### src/core/pim_defines.vh
// Notes on behaviour
// - Interrupt register bits 15..8 are event flags for link quality, energy detect, link, speed, duplex, autoneg done, false carrier and receive half-full.
// - Interrupt register bits 7..0 are read/write enables, reset to zero, each gating the flag eight places above it.
// - With command field 0 the address/data register reaches the selected MMD's address pointer.
// - With command field 1 the address/data register reaches MMD data and leaves the pointer alone.
// - With command field 2 the pointer advances after every data read and every data write.
// - With command field 3 the pointer advances after data writes only.
// - The five-bit selector in control bits 4..0 steers indirect accesses; the vendor code reaches registers up to 0x04d1.
// - Selector 00011 reaches MMD3 and selector 00111 reaches MMD7.
// - An indirect access with an unsupported selector is ignored and changes nothing.
// - Link-drop status bits 8..4 latch high when their enabled fast link-drop condition drops the link.
// - Status encoding is 0x1 energy loss, 0x2 SNR, 0x4 MLT3 errors, 0x8 receive errors, 0x10 descrambler sync loss.
// - The receive-error condition drops the link after 32 errors within 10 us.
// - The MLT3 condition drops the link after 20 coding errors within 10 us.
`ifndef PIM_DEFINES_VH
`define PIM_DEFINES_VH
// ============================================================
// Register offsets
`define PIM_OFS_IRQ 5'h0c
`define PIM_OFS_CTRL 5'h0d
`define PIM_OFS_ADDAT 5'h0e
`define PIM_OFS_DROP 5'h0f
`define PIM_RESET_VAL 16'h0000
// ============================================================
// Control field positions and codes
`define PIM_CMD_HI 15
`define PIM_CMD_LO 14
`define PIM_CMD_ADDR 2'h0
`define PIM_CMD_DATA 2'h1
`define PIM_CMD_INC_RW 2'h2
`define PIM_CMD_INC_W 2'h3
`define PIM_SEL_VEND 5'h1f
`define PIM_SEL_MMD3 5'h03
`define PIM_SEL_MMD7 5'h07
`define PIM_VEND_MAX 16'h04d1
// ============================================================
// Link-drop status positions and timing
`define PIM_DROP_LO 4
`define PIM_DROP_HI 8
`define PIM_RXERR_LIMIT 32
`define PIM_MLT3_LIMIT 20
`define PIM_SNR_LIMIT 20
`define PIM_WIN_NS 10000
`define PIM_CLK_NS 10
`define PIM_WIN_CYC (`PIM_WIN_NS / `PIM_CLK_NS)
`endif

### src/core/pim_win_counter.v
`timescale 1ns/1ps
`include "pim_defines.vh"
// Counts event pulses in fixed windows and trips once the limit is reached.
module pim_win_counter #(
  parameter LIMIT = 32,
  parameter WIN_CYC = `PIM_WIN_CYC
) (
  // Clock and reset
  input wire ref_clk,
  input wire rst_n,
  // Condition
  input wire enable,
  input wire event_in,
  output reg trip_q
);
  reg [15:0] win_q;
  reg [7:0] cnt_q;
  wire win_end = (win_q == WIN_CYC[15:0] - 16'h0001);
  wire [7:0] cnt_inc = cnt_q + {7'h00, event_in};

  // ============================================================
  // Window and count
  // Fixed windows are simpler than a sliding one; a burst that straddles
  // a window boundary is split between two counts and may not trip at all.
  always @(posedge ref_clk or negedge rst_n)
  begin
    if (!rst_n)
    begin
      win_q <= 16'h0000;
      cnt_q <= 8'h00;
      trip_q <= 1'b0;
    end
    else
    begin
      win_q <= win_end ? 16'h0000 : win_q + 16'h0001;
      trip_q <= 1'b0;
      if (!enable)
        cnt_q <= 8'h00;
      else if (cnt_inc >= LIMIT[7:0])
      begin
        trip_q <= 1'b1;
        cnt_q <= 8'h00;
      end
      else if (win_end)
        cnt_q <= 8'h00;
      else
        cnt_q <= cnt_inc;
    end
  end
endmodule

### src/core/pim_regs.v
`timescale 1ns/1ps
`include "pim_defines.vh"
module pim_regs (
  // Clock and reset
  input wire ref_clk,
  input wire rst_n,
  // Management register port
  input wire [4:0] reg_addr,
  input wire reg_wr,
  input wire reg_rd,
  input wire [15:0] reg_wdata,
  output reg [15:0] reg_rdata_q,
  // Event pulses, order link quality .. receive half-full
  input wire [7:0] irq_event,
  output wire irq_active,
  // MMD storage port
  output wire mmd_wr,
  output wire mmd_rd,
  output wire [4:0] mmd_selector,
  output wire [15:0] mmd_addr,
  output wire [15:0] mmd_wdata,
  input wire [15:0] mmd_rdata,
  // Fast link-drop conditions, enables in status-bit order
  input wire [4:0] drop_enable,
  input wire energy_lost,
  input wire snr_cross,
  input wire mlt3_err,
  input wire rx_err,
  input wire descr_loss,
  output reg link_drop_q
);
  reg [7:0] irq_flag_q;
  reg [7:0] irq_en_q;
  reg [1:0] cmd_q;
  reg [4:0] sel_q;
  reg [15:0] ptr_q [0:2];
  reg [4:0] drop_stat_q;
  reg energy_lost_q;
  reg descr_loss_q;
  wire [4:0] drop_cause;
  wire trip_snr;
  wire trip_mlt3;
  wire trip_rx;

  // ============================================================
  // Selector decode, 3 means unsupported
  function [1:0] sel_idx;
    input [4:0] sel;
    begin
      case (sel)
        `PIM_SEL_VEND: sel_idx = 2'd0;
        `PIM_SEL_MMD3: sel_idx = 2'd1;
        `PIM_SEL_MMD7: sel_idx = 2'd2;
        default: sel_idx = 2'd3;
      endcase
    end
  endfunction

  wire [1:0] idx = sel_idx(sel_q);
  wire sel_ok = (idx != 2'd3);
  wire [15:0] cur_ptr = sel_ok ? ptr_q[idx] : 16'h0000;
  wire hit_ad = (reg_addr == `PIM_OFS_ADDAT);
  wire data_mode = (cmd_q != `PIM_CMD_ADDR);
  wire ad_wr = reg_wr && hit_ad && sel_ok;
  wire ad_rd = reg_rd && hit_ad && sel_ok;
  wire inc = data_mode && ((ad_rd && cmd_q == `PIM_CMD_INC_RW) ||
    (ad_wr && (cmd_q == `PIM_CMD_INC_RW || cmd_q == `PIM_CMD_INC_W)));

  assign mmd_wr = ad_wr && data_mode;
  assign mmd_rd = ad_rd && data_mode;
  assign mmd_selector = sel_q;
  assign mmd_addr = cur_ptr;
  assign mmd_wdata = reg_wdata;
  assign irq_active = |(irq_flag_q & irq_en_q);

  // ============================================================
  // Control, pointers and interrupt register
  genvar g;
  generate
    for (g = 0; g < 3; g = g + 1)
    begin : g_ptr
      always @(posedge ref_clk or negedge rst_n)
      begin
        if (!rst_n)
          ptr_q[g] <= `PIM_RESET_VAL;
        else if (idx == g && ad_wr && !data_mode)
          ptr_q[g] <= reg_wdata;
        else if (idx == g && inc)
          ptr_q[g] <= ptr_q[g] + 16'h0001;
      end
    end
  endgenerate

  always @(posedge ref_clk or negedge rst_n)
  begin
    if (!rst_n)
    begin
      cmd_q <= 2'h0;
      sel_q <= 5'h00;
      irq_en_q <= 8'h00;
      irq_flag_q <= 8'h00;
    end
    else
    begin
      if (reg_wr && reg_addr == `PIM_OFS_CTRL)
      begin
        cmd_q <= reg_wdata[`PIM_CMD_HI:`PIM_CMD_LO];
        sel_q <= reg_wdata[4:0];
      end
      if (reg_wr && reg_addr == `PIM_OFS_IRQ)
        irq_en_q <= reg_wdata[7:0];
      // Reading clears the flags, but an event in the same cycle survives.
      if (reg_rd && reg_addr == `PIM_OFS_IRQ)
        irq_flag_q <= irq_event & irq_en_q;
      else
        irq_flag_q <= irq_flag_q | (irq_event & irq_en_q);
    end
  end

  // ============================================================
  // Fast link-drop detection
  pim_win_counter #(.LIMIT(`PIM_SNR_LIMIT)) u_snr (
    .ref_clk(ref_clk),
    .rst_n(rst_n),
    .enable(drop_enable[1]),
    .event_in(snr_cross),
    .trip_q(trip_snr)
  );
  pim_win_counter #(.LIMIT(`PIM_MLT3_LIMIT)) u_mlt3 (
    .ref_clk(ref_clk),
    .rst_n(rst_n),
    .enable(drop_enable[2]),
    .event_in(mlt3_err),
    .trip_q(trip_mlt3)
  );
  pim_win_counter #(.LIMIT(`PIM_RXERR_LIMIT)) u_rx (
    .ref_clk(ref_clk),
    .rst_n(rst_n),
    .enable(drop_enable[3]),
    .event_in(rx_err),
    .trip_q(trip_rx)
  );

  assign drop_cause = drop_enable & {descr_loss && !descr_loss_q, trip_rx, trip_mlt3, trip_snr,
    energy_lost && !energy_lost_q};

  always @(posedge ref_clk or negedge rst_n)
  begin
    if (!rst_n)
    begin
      energy_lost_q <= 1'b0;
      descr_loss_q <= 1'b0;
      drop_stat_q <= 5'h00;
      link_drop_q <= 1'b0;
    end
    else
    begin
      energy_lost_q <= energy_lost;
      descr_loss_q <= descr_loss;
      link_drop_q <= |drop_cause;
      if (reg_rd && reg_addr == `PIM_OFS_DROP)
        drop_stat_q <= drop_cause;
      else
        drop_stat_q <= drop_stat_q | drop_cause;
    end
  end

  // ============================================================
  // Read data
  always @(posedge ref_clk or negedge rst_n)
  begin
    if (!rst_n)
      reg_rdata_q <= `PIM_RESET_VAL;
    else if (reg_rd)
    begin
      case (reg_addr)
        `PIM_OFS_IRQ: reg_rdata_q <= {irq_flag_q, irq_en_q};
        `PIM_OFS_CTRL: reg_rdata_q <= {cmd_q, 9'h000, sel_q};
        `PIM_OFS_ADDAT: reg_rdata_q <= !sel_ok ? 16'h0000 : (data_mode ? mmd_rdata : cur_ptr);
        `PIM_OFS_DROP: reg_rdata_q <= {7'h00, drop_stat_q, 4'h0};
        default: reg_rdata_q <= 16'h0000;
      endcase
    end
  end
endmodule

### config.mk
export PLATFORM = sky130hd
export DESIGN_NAME = pim_regs
export DESIGN_NICKNAME = d
export VERILOG_FILES = /design/src/core/pim_win_counter.v /design/src/core/pim_regs.v
export VERILOG_INCLUDE_DIRS = /design/src /design/src/core
export SDC_FILE = /design/constraint.sdc
export NUM_CORES = 1
export LEC_CHECK = 0
export BUFFER_PORTS_ARGS = -buffer_cell sky130_fd_sc_hd__buf_2
export CORE_MARGIN = 5
export CORE_UTILIZATION = 30
export DETAILED_ROUTE_END_ITERATION = 6
export GPL_TIMING_DRIVEN = 0
export HOLD_SLACK_MARGIN = 0.08
export RECOVER_POWER = 50
export SKIP_LAST_GASP = 1
export SLEW_MARGIN = 40
export SYNTH_ARGS = -nofsm -noshare
export SYNTH_HDL_FRONTEND = slang
export SYNTH_HIERARCHICAL = 1
export SYNTH_SLANG_ARGS = --single-unit
### constraint.sdc
create_clock -name ref_clk -period 3.48 [get_ports ref_clk]
set_input_delay 0.348 -clock ref_clk [delete_from_list [all_inputs] [get_ports ref_clk]]
set_output_delay 0.348 -clock ref_clk [all_outputs]
set_load 0.005 [all_outputs]
==> Flow_metrics.wiki, run 1 <==
{| class="wikitable"
! Metric !! Value
|-
| Synthesis-stage register bit count || 170
|-
| Arr. time, crit path || 2850 ps
|-
| Clock latency on the worst-skew pair || 440 ps
|-
| Vias per std cell || 5.54
|-
| Buffers from clock root to sink, at most || 2
|-
| Measured slew at the worst slew-check pin || 2540 ps
|-
| Startpoint Class || flop
|-
| Number of nets still failing antenna checks after routing || 0
|-
| Slowest library cell on the worst path || sky130_fd_sc_hd__o21ai_0
|-
| Beginning of the worst register-to-register path || mmd_selector[1]
|-
| TritonCTS Buffers || 17
|-
| Hold_sp || irq_event[2]
|-
| Placeable core region || 29800 um2
|-
| Vertical die dimension || 184 um
|-
| Clock tree sinks || 170
|-
| Total of max-cap violations || 1
|-
| Dominant synthesized flop cell || sky130_fd_sc_hd__dfrtp_1
|-
| PwrDens || 417 nW/um2
|-
| CP Data Required Time || 3130 ps
|-
| HPWL after DPL || approximately 22000 um
|-
| Post-synthesis average cell area || 9.91 um2
|-
| Max-slew violation count || 52
|-
| Routed wirelength normalized by instance count || between 20 and 25 um
|-
| Die width || 184 um
|-
| Maximum vdd drop || 0.000333 V
|-
| Post-route non-filler standard cell count || 1467
|-
| Overall fraction of global-route tracks in use || 0.173
|-
| Max Fanout on Critical Path || 10
|-
| Skew final || 13.6 ps
|-
| Cell area after synthesis || 9120 um2
|-
| Critical Path Max Stage Delay || 660 ps
|-
| Endpoint with the worst hold slack || irq_flag_q[2]
|-
| Most common cell in the netlist || sky130_fd_sc_hd__dfrtp_1
|-
| Critical path class || reg2out
|-
| Highest clock frequency the design can meet || between 300 and 400 MHz
|-
| Placed cells || 1432
|-
| Worst R2R End || ptr_q[13]
|-
| Number of setup violations in the final report || 0
|-
| Clock slew at the register clock pins of the worst setup and hold paths || 80 ps
|-
| Number of buffers inserted to repair setup after CTS || 0
|-
| Vias in the first global route || 7846
|-
| Cell Rows || 63
|-
| DRT iter0 DRCs || 809
|-
| Boundary pin count || between 100 and 150
|-
| Status || finished with violations
|-
| Final period demand of the worst path || about 3200 ps
|-
| Dominant cell type by area after synthesis || sky130_fd_sc_hd__dfrtp_1
|-
| Synth unique cells || 82
|-
| Final clock period utilization by the worst path || 0.919
|-
| Depth of the most critical reg-to-reg path || 7
|-
| Router iterations before antenna repair || 7
|-
| Relative slew slack || -0.694
|-
| Post-synthesis cell count || 920
|-
| Fraction of the yosys area taken by sequential cells || 0.467
|-
| List of cells traversed by the critical path || buf_2 > and3_2 > clkbuf_1 > and2_1 > clkbuf_1 > a22oi_1 > o21ai_0 > buf_2
|-
| Total via count after detailed routing || 8121
|-
| Leakage power total || 0.00463 uW
|-
| Ys Warns || 6
|-
| Top cell type's share of synthesized area || 0.467
|-
| Classification of the worst-slack hold path || in2reg
|-
| Failing checks || design-rule violations, max-capacitance violations, max-slew violations
|-
| Global-route wire length before repair || 45600 um
|-
| Endpoint class of the critical path || primary output
|-
| Post-layout util || 0.363
|-
| Synth async-reset ratio || 1.00
|-
| Worst hold path cell count || 2
|-
| Pin count of the biggest net entering global routing || 63
|-
| RSZ-0062 raised after global routing || false
|-
| Number of synthesized flops with an enable pin || 0
|-
| Die Area || between 30000 and 40000 um2
|-
| Antenna violations before repair || 4
|-
| Worst reg-to-reg setup slack || 780 ps
|-
| Count of nets after finishing || 1135
|-
| Layout Area Growth over Synthesis || 18.5%
|-
| Layout filler cell count || 3080
|-
| Number of buffers inserted by port buffering || 114
|-
| CTS tree || built
|-
| # DRC || 2
|-
| Final antenna diode count || 0
|-
| Aggregate routed wire length || 29800 um
|-
| Final weighted congestion in routability-driven placement || 0.950
|-
| Biggest area contributors in the synthesized netlist || sky130_fd_sc_hd__dfrtp_1 (47%), sky130_fd_sc_hd__nand3_1 (3.4%), sky130_fd_sc_hd__xnor2_1 (3.1%), sky130_fd_sc_hd__nand2_1 (2.8%), sky130_fd_sc_hd__nor3_1 (2.7%)
|-
| Final number of hold-violating endpoints || 0
|-
| Fraction of layout instances using a drive strength above 1 || 0.172
|-
| Effective utilization at floorplan || 0.306
|-
| Clock root cell || sky130_fd_sc_hd__clkbuf_16
|-
| H-tree levels || 4
|-
| Commonest cells in the netlist || sky130_fd_sc_hd__dfrtp_1 (170), sky130_fd_sc_hd__nand2_1 (68), sky130_fd_sc_hd__nand3_1 (62)
|-
| Grt total ovfl || 0
|}
placed cells by master (no fill, tap or decap), types with 9 or more instances in the layout:
master and n:
sky130_fd_sc_hd__ha_1 12, sky130_fd_sc_hd__and4_1 13, sky130_fd_sc_hd__conb_1 9, sky130_fd_sc_hd__buf_2 87, sky130_fd_sc_hd__o22ai_1 14, sky130_fd_sc_hd__xor2_1 18, sky130_fd_sc_hd__o21ai_0 32, sky130_fd_sc_hd__nor2_1 59
sky130_fd_sc_hd__nor3_1 53, sky130_fd_sc_hd__a221o_1 11, sky130_fd_sc_hd__buf_4 17, sky130_fd_sc_hd__a21oi_1 31, sky130_fd_sc_hd__and3_1 13, sky130_fd_sc_hd__a22o_1 12, sky130_fd_sc_hd__dfrtp_1 170, sky130_fd_sc_hd__nor4_1 13
sky130_fd_sc_hd__nand4_1 21, sky130_fd_sc_hd__mux2_2 15, sky130_fd_sc_hd__inv_1 28, sky130_fd_sc_hd__clkbuf_1 56, sky130_fd_sc_hd__a22oi_1 28, sky130_fd_sc_hd__nand2_1 68, sky130_fd_sc_hd__o2bb2ai_1 11, sky130_fd_sc_hd__nand3_1 62
sky130_fd_sc_hd__o211ai_1 9, sky130_fd_sc_hd__xnor2_1 32, sky130_fd_sc_hd__clkbuf_16 17
critical path, delay by kind of cell (launching register included):
kind	cells	cell delay (ps)
buffers and inverters	4	890
AO/OA/AOI/OAI	2	820
AND/OR/NAND/NOR	2	350
flip-flops	1	350
sequential cells by signal, summed over array words and instances (netlist names), 16 cells and up:
register	cells
ptr_q	48
reg_rdata_q	16
u_mlt3/win_q	16
u_rx/win_q	16
u_snr/win_q	16
cells by family (layout without fill, tap and decap cells):
family                     Yosys count  after routing  share of synthesized area
other                                3              9                    0.00123
AOI/OAI and AO/OA                  227            227                      0.184
DFF                                170            170                      0.467
buffers and inverters               79            230                     0.0428
muxes                               23             23                     0.0281
adders and majority gates           12             12                     0.0165
xor gates and xnor gates            50             50                     0.0480
and+or+nand+nor                    356            356                      0.213
layer usage:
layer,track usage,share of wire
met1,0.221,0.42
met3,0.0624,0.096
met5,0,0.0016
met2,0.276,0.46
met4,0.0526,0.029
repair_timing:
| item | in CTS | in global routing |
|---|---|---|
| setup endpoints to repair | 0 | 1 |
| endpoints found under the hold margin | 53 | 0 |
| hold buffers | 3 | 0 |
| resized for setup | 0 | 1 |
where the power goes:
part | internal, uW | total, uW | leakage, uW | switching, uW
combinational | 165 | 405 | 0.00221 | 240
sequential | 2040 | 2120 | 0.00213 | 74.3
clock | 1030 | 1980 | 0.000292 | 946
worst max-delay path by stage:
stage	startpoint	to	slack (ps)	cells past startpoint
6_report	mmd_selector[2]	mmd_addr[5]	280	8
3_3_place_gp	rst_n	u_rx/cnt_q[6]	-770	1
5_1_grt	rst_n	u_rx/cnt_q[2]	100	4
3_5_place_dp	mmd_selector[2]	mmd_addr[10]	610	9
2_1_floorplan	mmd_selector[4]	ptr_q[30]	1280	7
4_1_cts	mmd_selector[2]	mmd_addr[10]	130	9
layout make-up:
cell class	instances	area [um2]	share of cell area
Clock inverter	14	175	0.0162
Multi-Input combinational cell	677	4460	0.413
Sequential cell	170	4250	0.394
Inverter	28	105	0.00973
Timing Repair Buffer	119	608	0.0563
Tap cell	390	488	0.0452
Clock buffer	18	429	0.0397
Buffer	51	285	0.0264
per-stage QoR:
step	TNS [ps]	setup WS (ps)	power, uW	hold WS, ps	cell area (um2)
2_1_floorplan	0	1280	2330	52.4	9140
3_3_place_gp	-127050	-774	2560	463	10200
3_5_place_dp	0	606	2570	294	10300
4_1_cts	0	128	4550	118	10900
5_1_grt	0	96.8	4670	124	10800
6_report	0	280	4500	131	10800
Note: power is estimated with default switching activity, not from simulation.
==> run 2, diff against run 1 <==
--- a/config.mk
+++ b/config.mk
@@ -6,10 +6,10 @@
 export SDC_FILE = /design/constraint.sdc
 export NUM_CORES = 1
 export LEC_CHECK = 0
-export BUFFER_PORTS_ARGS = -buffer_cell sky130_fd_sc_hd__buf_2
 export CORE_MARGIN = 5
 export CORE_UTILIZATION = 30
 export DETAILED_ROUTE_END_ITERATION = 6
+export DONT_BUFFER_PORTS = 1
 export GPL_TIMING_DRIVEN = 0
 export HOLD_SLACK_MARGIN = 0.08
 export RECOVER_POWER = 50
==> run 2 against run 1 <==
  * The flow finishes with violations (negative hold slack)
  * Clock skew down 4.1 ps
  * Via count fell by 4.3%
  * Critical path depth is the same
  * Global-route usage up 0.18 points
  * Maximum frequency rose by 1.7%
  * Sequential share of layout area up 0.55 points
  * Setup slack better by 53 ps
  * Utilization fell by 0.50 points
  * First-iteration DRC count shrank 7.2%
  * Routed wire length is 0.50% lower
  * Sequential cell count is the same
  * Non-clock buffer count is 79 lower
  * Largest cell class unchanged
  * Largest power group unchanged
  * Highest routed layer unchanged
==> Flow_metrics.wiki, run 2 (synthesized netlist as in run 1, its figures left out) <==
{| class="wikitable"
! Metric !! Value
|-
| PwrDens || 420 nW/um2
|-
| Quantity of hold-fixing buffers added after cts || 40
|-
| Leakage power total || 0.00440 uW
|-
| Highest clock frequency the design can meet || 318 MHz
|-
| Total via count after detailed routing || 7773
|-
| Startpoint Class || flop
|-
| Final clock period utilization by the worst path || 0.904
|-
| Register with the most flip-flops || ptr_q
|-
| Global-route wire length before repair || ~45000 um
|-
| Met3 Resource Use GR || 0.0774
|-
| Number of buffers inserted by port buffering || 0
|-
| Clock slew at the register clock pins of the worst setup and hold paths || roughly 70 ps
|-
| Critical path class || reg2out
|-
| Placed cells || 1316
|-
| Failing checks || negative hold slack
|-
| Clock root cell || sky130_fd_sc_hd__clkbuf_16
|-
| Layout Area Growth over Synthesis || 16.8%
|-
| Routed wirelength normalized by instance count || 21.3 um
|-
| Depth of the most critical reg-to-reg path || 7
|-
| Standard cell area after detailed placement || 9630 um2
|-
| Classification of the worst-slack hold path || in2async
|-
| Vias in the first global route || 7529
|-
| Number of nets still failing antenna checks after routing || 0
|-
| Worst path most repeated cell || sky130_fd_sc_hd__buf_2
|-
| Post-route non-filler standard cell count || roughly 1400
|-
| Status || finished with violations
|-
| CP Data Required Time || 3130 ps
|-
| TritonCTS Buffers || 17
|-
| Maximum vdd drop || 0.000374 V
|-
| List of cells traversed by the critical path || buf_2 > and3_2 > clkbuf_1 > and3_1 > buf_2 > buf_2 > a22oi_1 > o22ai_1
|-
| Vertical die dimension || around 180 um
|-
| Max Fanout on Critical Path || 10
|-
| Antenna violations before repair || 4
|-
| Most common library cell in the layout ignoring fill and taps || sky130_fd_sc_hd__dfrtp_1
|-
| RSZ-0062 raised after global routing || false
|-
| Cell Rows || 63
|-
| Boundary pin count || around 120
|-
| Sum of negative setup slack || 0 ps
|-
| Arr. time, crit path || ~2800 ps
|-
| Measured slew at the worst slew-check pin || 846 ps
|-
| Final number of hold-violating endpoints || between 150 and 200
|-
| Post-layout util || 0.358
|-
| Layout filler cell count || slightly above 3000
|-
| Vias per std cell || 5.59
|-
| Fraction of layout instances using a drive strength above 1 || 0.111
|-
| Aggregate routed wire length || 29700 um
|-
| Leading cell types in the layout, fill and taps excluded || sky130_fd_sc_hd__dfrtp_1 (170), sky130_fd_sc_hd__nand2_1 (68), sky130_fd_sc_hd__nand3_1 (62), sky130_fd_sc_hd__nor2_1 (59), sky130_fd_sc_hd__nor3_1 (50)
|-
| HPWL after DPL || roughly 21000 um
|-
| # DRC || 0
|-
| Clock latency on the worst-skew pair || 450 ps
|-
| Router iterations before antenna repair || 7
|-
| Final period demand of the worst path || 3150 ps
|-
| Buffers from clock root to sink, at most || 2
|-
| Hold WS || -410 ps
|-
| Effective utilization at floorplan || 0.306
|-
| H-tree levels || 4
|-
| Max FFs per register || 48
|-
| Met2 Use GR || 0.271
|-
| Overall fraction of global-route tracks in use || 0.175
|-
| Critical Path Max Stage Delay || 580 ps
|-
| Slowest library cell on the worst path || sky130_fd_sc_hd__o22ai_1
|-
| Area of combinational cells with multiple inputs || 4500 um2
|-
| Sequential cell area in the final layout || between 4000 and 5000 um2
|-
| Final weighted congestion in routability-driven placement || ~0.91
|-
| Die Area || 34000 um2
|-
| Pin count of the biggest net entering global routing || between 150 and 200
|-
| Total of max-cap violations || 0
|-
| Quantity of gates resized following cts || 0
|-
| Count of nets after finishing || between 1000 and 1500
|-
| Max-slew violation count || 0
|-
| Final non-filler cell area || 10700 um2
|-
| Skew final || about 9.5 ps
|-
| CTS tree || built
|-
| DRT iter0 DRCs || 751
|-
| Endpoint class of the critical path || primary output
|-
| Met1 global-route usage || 0.220
|-
| Peak-usage layer in the global routing report || met2
|-
| Grt total ovfl || 0
|-
| Placeable core region || 29800 um2
|-
| Number of setup violations in the final report || 0
|-
| Clock tree sinks || 170
|-
| Relative slew slack || 0.430
|-
| Die width || 184 um
|}
==> run 2: cell count changes in the layout (fill, tap and decap cells not counted), sizes merged <==
cell and delta:
dlymetal6s2s -1, buf -93, diode +3, clkinv -4, clkbuf -21, bufinv +1
inv +2, dlygate4sd3 +37
==> run 2: critical path, delay by kind of cell, from the launching register on <==
kind / cells / cell delay (ps)
compound gates: 2 / 700
simple gates: 2 / 370
flops: 1 / 410
buf+inv: 4 / 890
==> run 2: metrics by stage <==
| step | power (uW) | hold slack (ps) | setup WS, ps |
|---|---|---|---|
| 4_1_cts | 4520 | -418 | 165 |
| 5_1_grt | 4640 | -431 | 179 |
| 6_report | 4470 | -410 | 333 |
| 3_5_place_dp | 2420 | 61.8 | 657 |
| 3_3_place_gp | 2420 | 59.4 | 652 |
| 2_1_floorplan | 2330 | 52.4 | 1280 |
==> run 2: power breakdown <==
part           switching [uW]  internal (uW)
registers                86.0           2050
logic                     166            146
clock network             912           1120
total                    1160           3310
==> run 2: layout make-up <==
type / instances / area share
repair buffers: 40 / 0.0376
clock inverters: 13 / 0.0164
multi-input cells: 677 / 0.423
well taps: 390 / 0.0458
flip-flops and latches: 170 / 0.399
inverters: 28 / 0.00987
diodes: 3 / 0.000705
clock buffers: 19 / 0.0416
plain buffers: 51 / 0.0261
==> run 2: metal layers <==
layer / vias to the layer above / part of all wire
li1: 3586 / -
met2: 338 / 0.46
met4: 6 / 0.026
met1: 3782 / 0.40
met5: - / 0.0012
met3: 61 / 0.11
==> run 2: path summary, 6_finish.rpt <==
check	start	end	slack, ps
max in group asynchronous	rst_n	ptr_q[8]	3610
max	mmd_selector[2]	mmd_addr[9]	330
min	rst_n	ptr_q[42]	-410
max reg2reg	mmd_selector[1]	ptr_q[13]	750
min reg2reg	u_rx/win_q[15]	u_rx/win_q[15]	480
min in group ref_clk	reg_wdata[2]	ptr_q[18]	100
==> run 2: timing repair <==
item                                    4_1_cts  5_1_grt
hold endpoints to repair                    259      170
endpoints found under the setup margin        0        0
buffers inserted                              0        0
==> run 3, diff against run 2 <==
--- a/config.mk
+++ b/config.mk
@@ -12,7 +12,6 @@
 export DONT_BUFFER_PORTS = 1
 export GPL_TIMING_DRIVEN = 0
 export HOLD_SLACK_MARGIN = 0.08
-export RECOVER_POWER = 50
 export SKIP_LAST_GASP = 1
 export SLEW_MARGIN = 40
 export SYNTH_ARGS = -nofsm -noshare
==> run 3 against run 2 <==
  * The flow still finishes with violations (negative hold slack)
  * First-iteration DRC count grew 11%
  * Total power rose by 0.15%
  * Register-to-register slack worse by 30 ps
  * Largest cell class unchanged
  * Highest routed layer unchanged
==> Flow_metrics.wiki, run 3 (synthesized netlist as in run 1, its figures left out) <==
{| class="wikitable"
! Metric !! Value
|-
| Reg power frac || 0.476
|-
| Relative slew slack || 0.419
|-
| Critical path class || reg2out
|-
| List of cells traversed by the critical path || buf_2 > and3_2 > clkbuf_1 > and3_1 > buf_2 > buf_2 > a22oi_1 > o22ai_1
|-
| Router iterations before antenna repair || 5
|-
| Die Area || 34000 um2
|-
| Arr. time, crit path || ~2800 ps
|-
| Classification of the worst-slack hold path || in2async
|-
| Sum of negative setup slack || 0 ps
|-
| Total via count after detailed routing || 7814
|-
| Effective utilization at floorplan || 0.306
|-
| Worst path most repeated cell || sky130_fd_sc_hd__buf_2
|-
| TritonCTS Buffers || 17
|-
| Place WS || 657 ps
|-
| Vertical die dimension || 184 um
|-
| Status || finished with violations
|-
| Clock slew at the register clock pins of the worst setup and hold paths || 70 ps
|-
| Vias in the first global route || between 7000 and 8000
|-
| Cell Rows || 63
|-
| Worst setup path endpoint || mmd_addr[9]
|-
| # DRC || 0
|-
| Beginning of the worst register-to-register path || mmd_selector[1]
|-
| CP Data Required Time || 3130 ps
|-
| Leakage power total || 0.00441 uW
|-
| Maximum vdd drop || ~0.00037 V
|-
| Max Fanout on Critical Path || 10
|-
| Worst R2R End || ptr_q[13]
|-
| Slowest library cell on the worst path || sky130_fd_sc_hd__o22ai_1
|-
| Peak-usage layer in the global routing report || met2
|-
| Standard cell area after detailed placement || about 9600 um2
|-
| Die width || 184 um
|-
| Count of nets after finishing || between 1000 and 1500
|-
| Fraction of layout instances using a drive strength above 1 || 0.113
|-
| Number of setup violations in the final report || 0
|-
| Number of buffers inserted to repair setup after CTS || 0
|-
| DRT iter0 DRCs || 833
|-
| Vias per std cell || 5.62
|-
| Number of nets still failing antenna checks after routing || 0
|-
| Net switching component of the power || ~1200 uW
|-
| Clock Power Share || 0.453
|-
| Failing checks || negative hold slack
|-
| Routed wirelength normalized by instance count || 21.4 um
|-
| HPWL after DPL || roughly 21000 um
|-
| Quantity of gates resized following cts || 0
|-
| Grt total ovfl || 0
|-
| Clock latency on the worst-skew pair || 450 ps
|-
| Skew final || ~8.4 ps
|-
| Final non-filler cell area || 10700 um2
|-
| Critical Path Max Stage Delay || 540 ps
|-
| Final period demand of the worst path || about 3100 ps
|-
| H-tree levels || 4
|-
| Hold WS || -412 ps
|-
| Overall fraction of global-route tracks in use || 0.175
|-
| Register with the most flip-flops || ptr_q
|-
| Layout Area Growth over Synthesis || 16.9%
|-
| PwrDens || 420 nW/um2
|-
| Pin count of the biggest net entering global routing || 171
|-
| Measured slew at the worst slew-check pin || 862 ps
|-
| Boundary pin count || 116
|-
| Placeable core region || 29800 um2
|-
| Area of combinational cells with multiple inputs || about 4500 um2
|-
| Antenna violations before repair || 4
|-
| Aggregate routed wire length || 29800 um
|-
| Worst setup path start || mmd_selector[1]
|-
| Final weighted congestion in routability-driven placement || 0.909
|-
| Post-layout util || 0.358
|-
| Max-slew violation count || 0
|-
| Worst Setup Slack, final || 355 ps
|-
| RSZ-0062 raised after global routing || false
|-
| Sequential cell area in the final layout || roughly 4300 um2
|-
| Met2 Use GR || 0.271
|-
| Total of max-cap violations || 0
|-
| Number of buffers inserted by port buffering || 0
|-
| Startpoint Class || flop
|-
| Combinational cell fraction of total power || 0.070
|-
| Worst reg-to-reg setup slack || 720 ps
|-
| Met3 Resource Use GR || 0.0774
|-
| Final clock period utilization by the worst path || 0.898
|-
| CTS tree || built
|-
| Final number of hold-violating endpoints || 170
|-
| Highest clock frequency the design can meet || 320 MHz
|-
| Met1 global-route usage || 0.220
|-
| Leading cell types in the layout, fill and taps excluded || sky130_fd_sc_hd__dfrtp_1 (170), sky130_fd_sc_hd__nand2_1 (68), sky130_fd_sc_hd__nand3_1 (62), sky130_fd_sc_hd__nor2_1 (59), sky130_fd_sc_hd__nor3_1 (50)
|-
| Fraction of power spent switching nets || 0.261
|-
| Cell Int Power || 3310 uW
|-
| Clock root cell || sky130_fd_sc_hd__clkbuf_16
|-
| Quantity of hold-fixing buffers added after cts || 40
|-
| Buffers from clock root to sink, at most || 2
|-
| Layout filler cell count || 3038
|-
| Global-route wire length before repair || 45300 um
|-
| Max FFs per register || 48
|-
| Depth of the most critical reg-to-reg path || 7
|-
| Most common library cell in the layout ignoring fill and taps || sky130_fd_sc_hd__dfrtp_1
|-
| Clock tree sinks || 170
|-
| Endpoint class of the critical path || primary output
|}
-- run 3: power by group through the flow --
stage	clock network, uW	registers (uW)	logic [uW]
floorplan	0	2130	198
global placement	0	2170	247
detailed placement	0	2170	252
CTS	2070	2130	314
global route	2160	2140	339
finish	2030	2130	315
-- run 3: per-stage QoR --
step	std cells	hold slack [ps]	power, uW
final	1391	-412	4480
after detailed placement	1316	61.8	2420
after global routing	1389	-431	4640
after floorplan	926	52.4	2330
after CTS	1388	-418	4520
after global placement	1316	59.4	2420
-- run 3: metal layers --
layer / up-vias / part of all wire
met3: 63 / 0.11
met1: 3843 / 0.40
li1: 3582 / -
met4: 6 / 0.027
met2: 320 / 0.46
met5: - / 0.0012
-- run 3: layout make-up --
type / instances / share of cell area
antenna: 3 / 0.000704
buffer: 51 / 0.0268
clock buffer: 19 / 0.0415
clock inverter: 13 / 0.0164
inverter: 28 / 0.00986
multi-input combinational: 677 / 0.422
sequential: 170 / 0.399
tap: 390 / 0.0458
timing repair buffer: 40 / 0.0376
-- run 3: critical path, delay by kind of cell, from the launching register on --
family	cells	cell delay [ps]
AOI/OAI and AO/OA	2	650
DFF	1	420
and+or+nand+nor	2	370
buffers and inverters	4	880
-- run 3: worst min-delay path by stage --
stage	startpoint	endpoint	slack, ps
after floorplan	rst_n	cmd_q[0]	50
after detailed placement	rst_n	ptr_q[40]	60
after global routing	rst_n	ptr_q[40]	-430
after CTS	rst_n	ptr_q[42]	-420
final	rst_n	ptr_q[42]	-410
after global placement	rst_n	ptr_q[42]	60
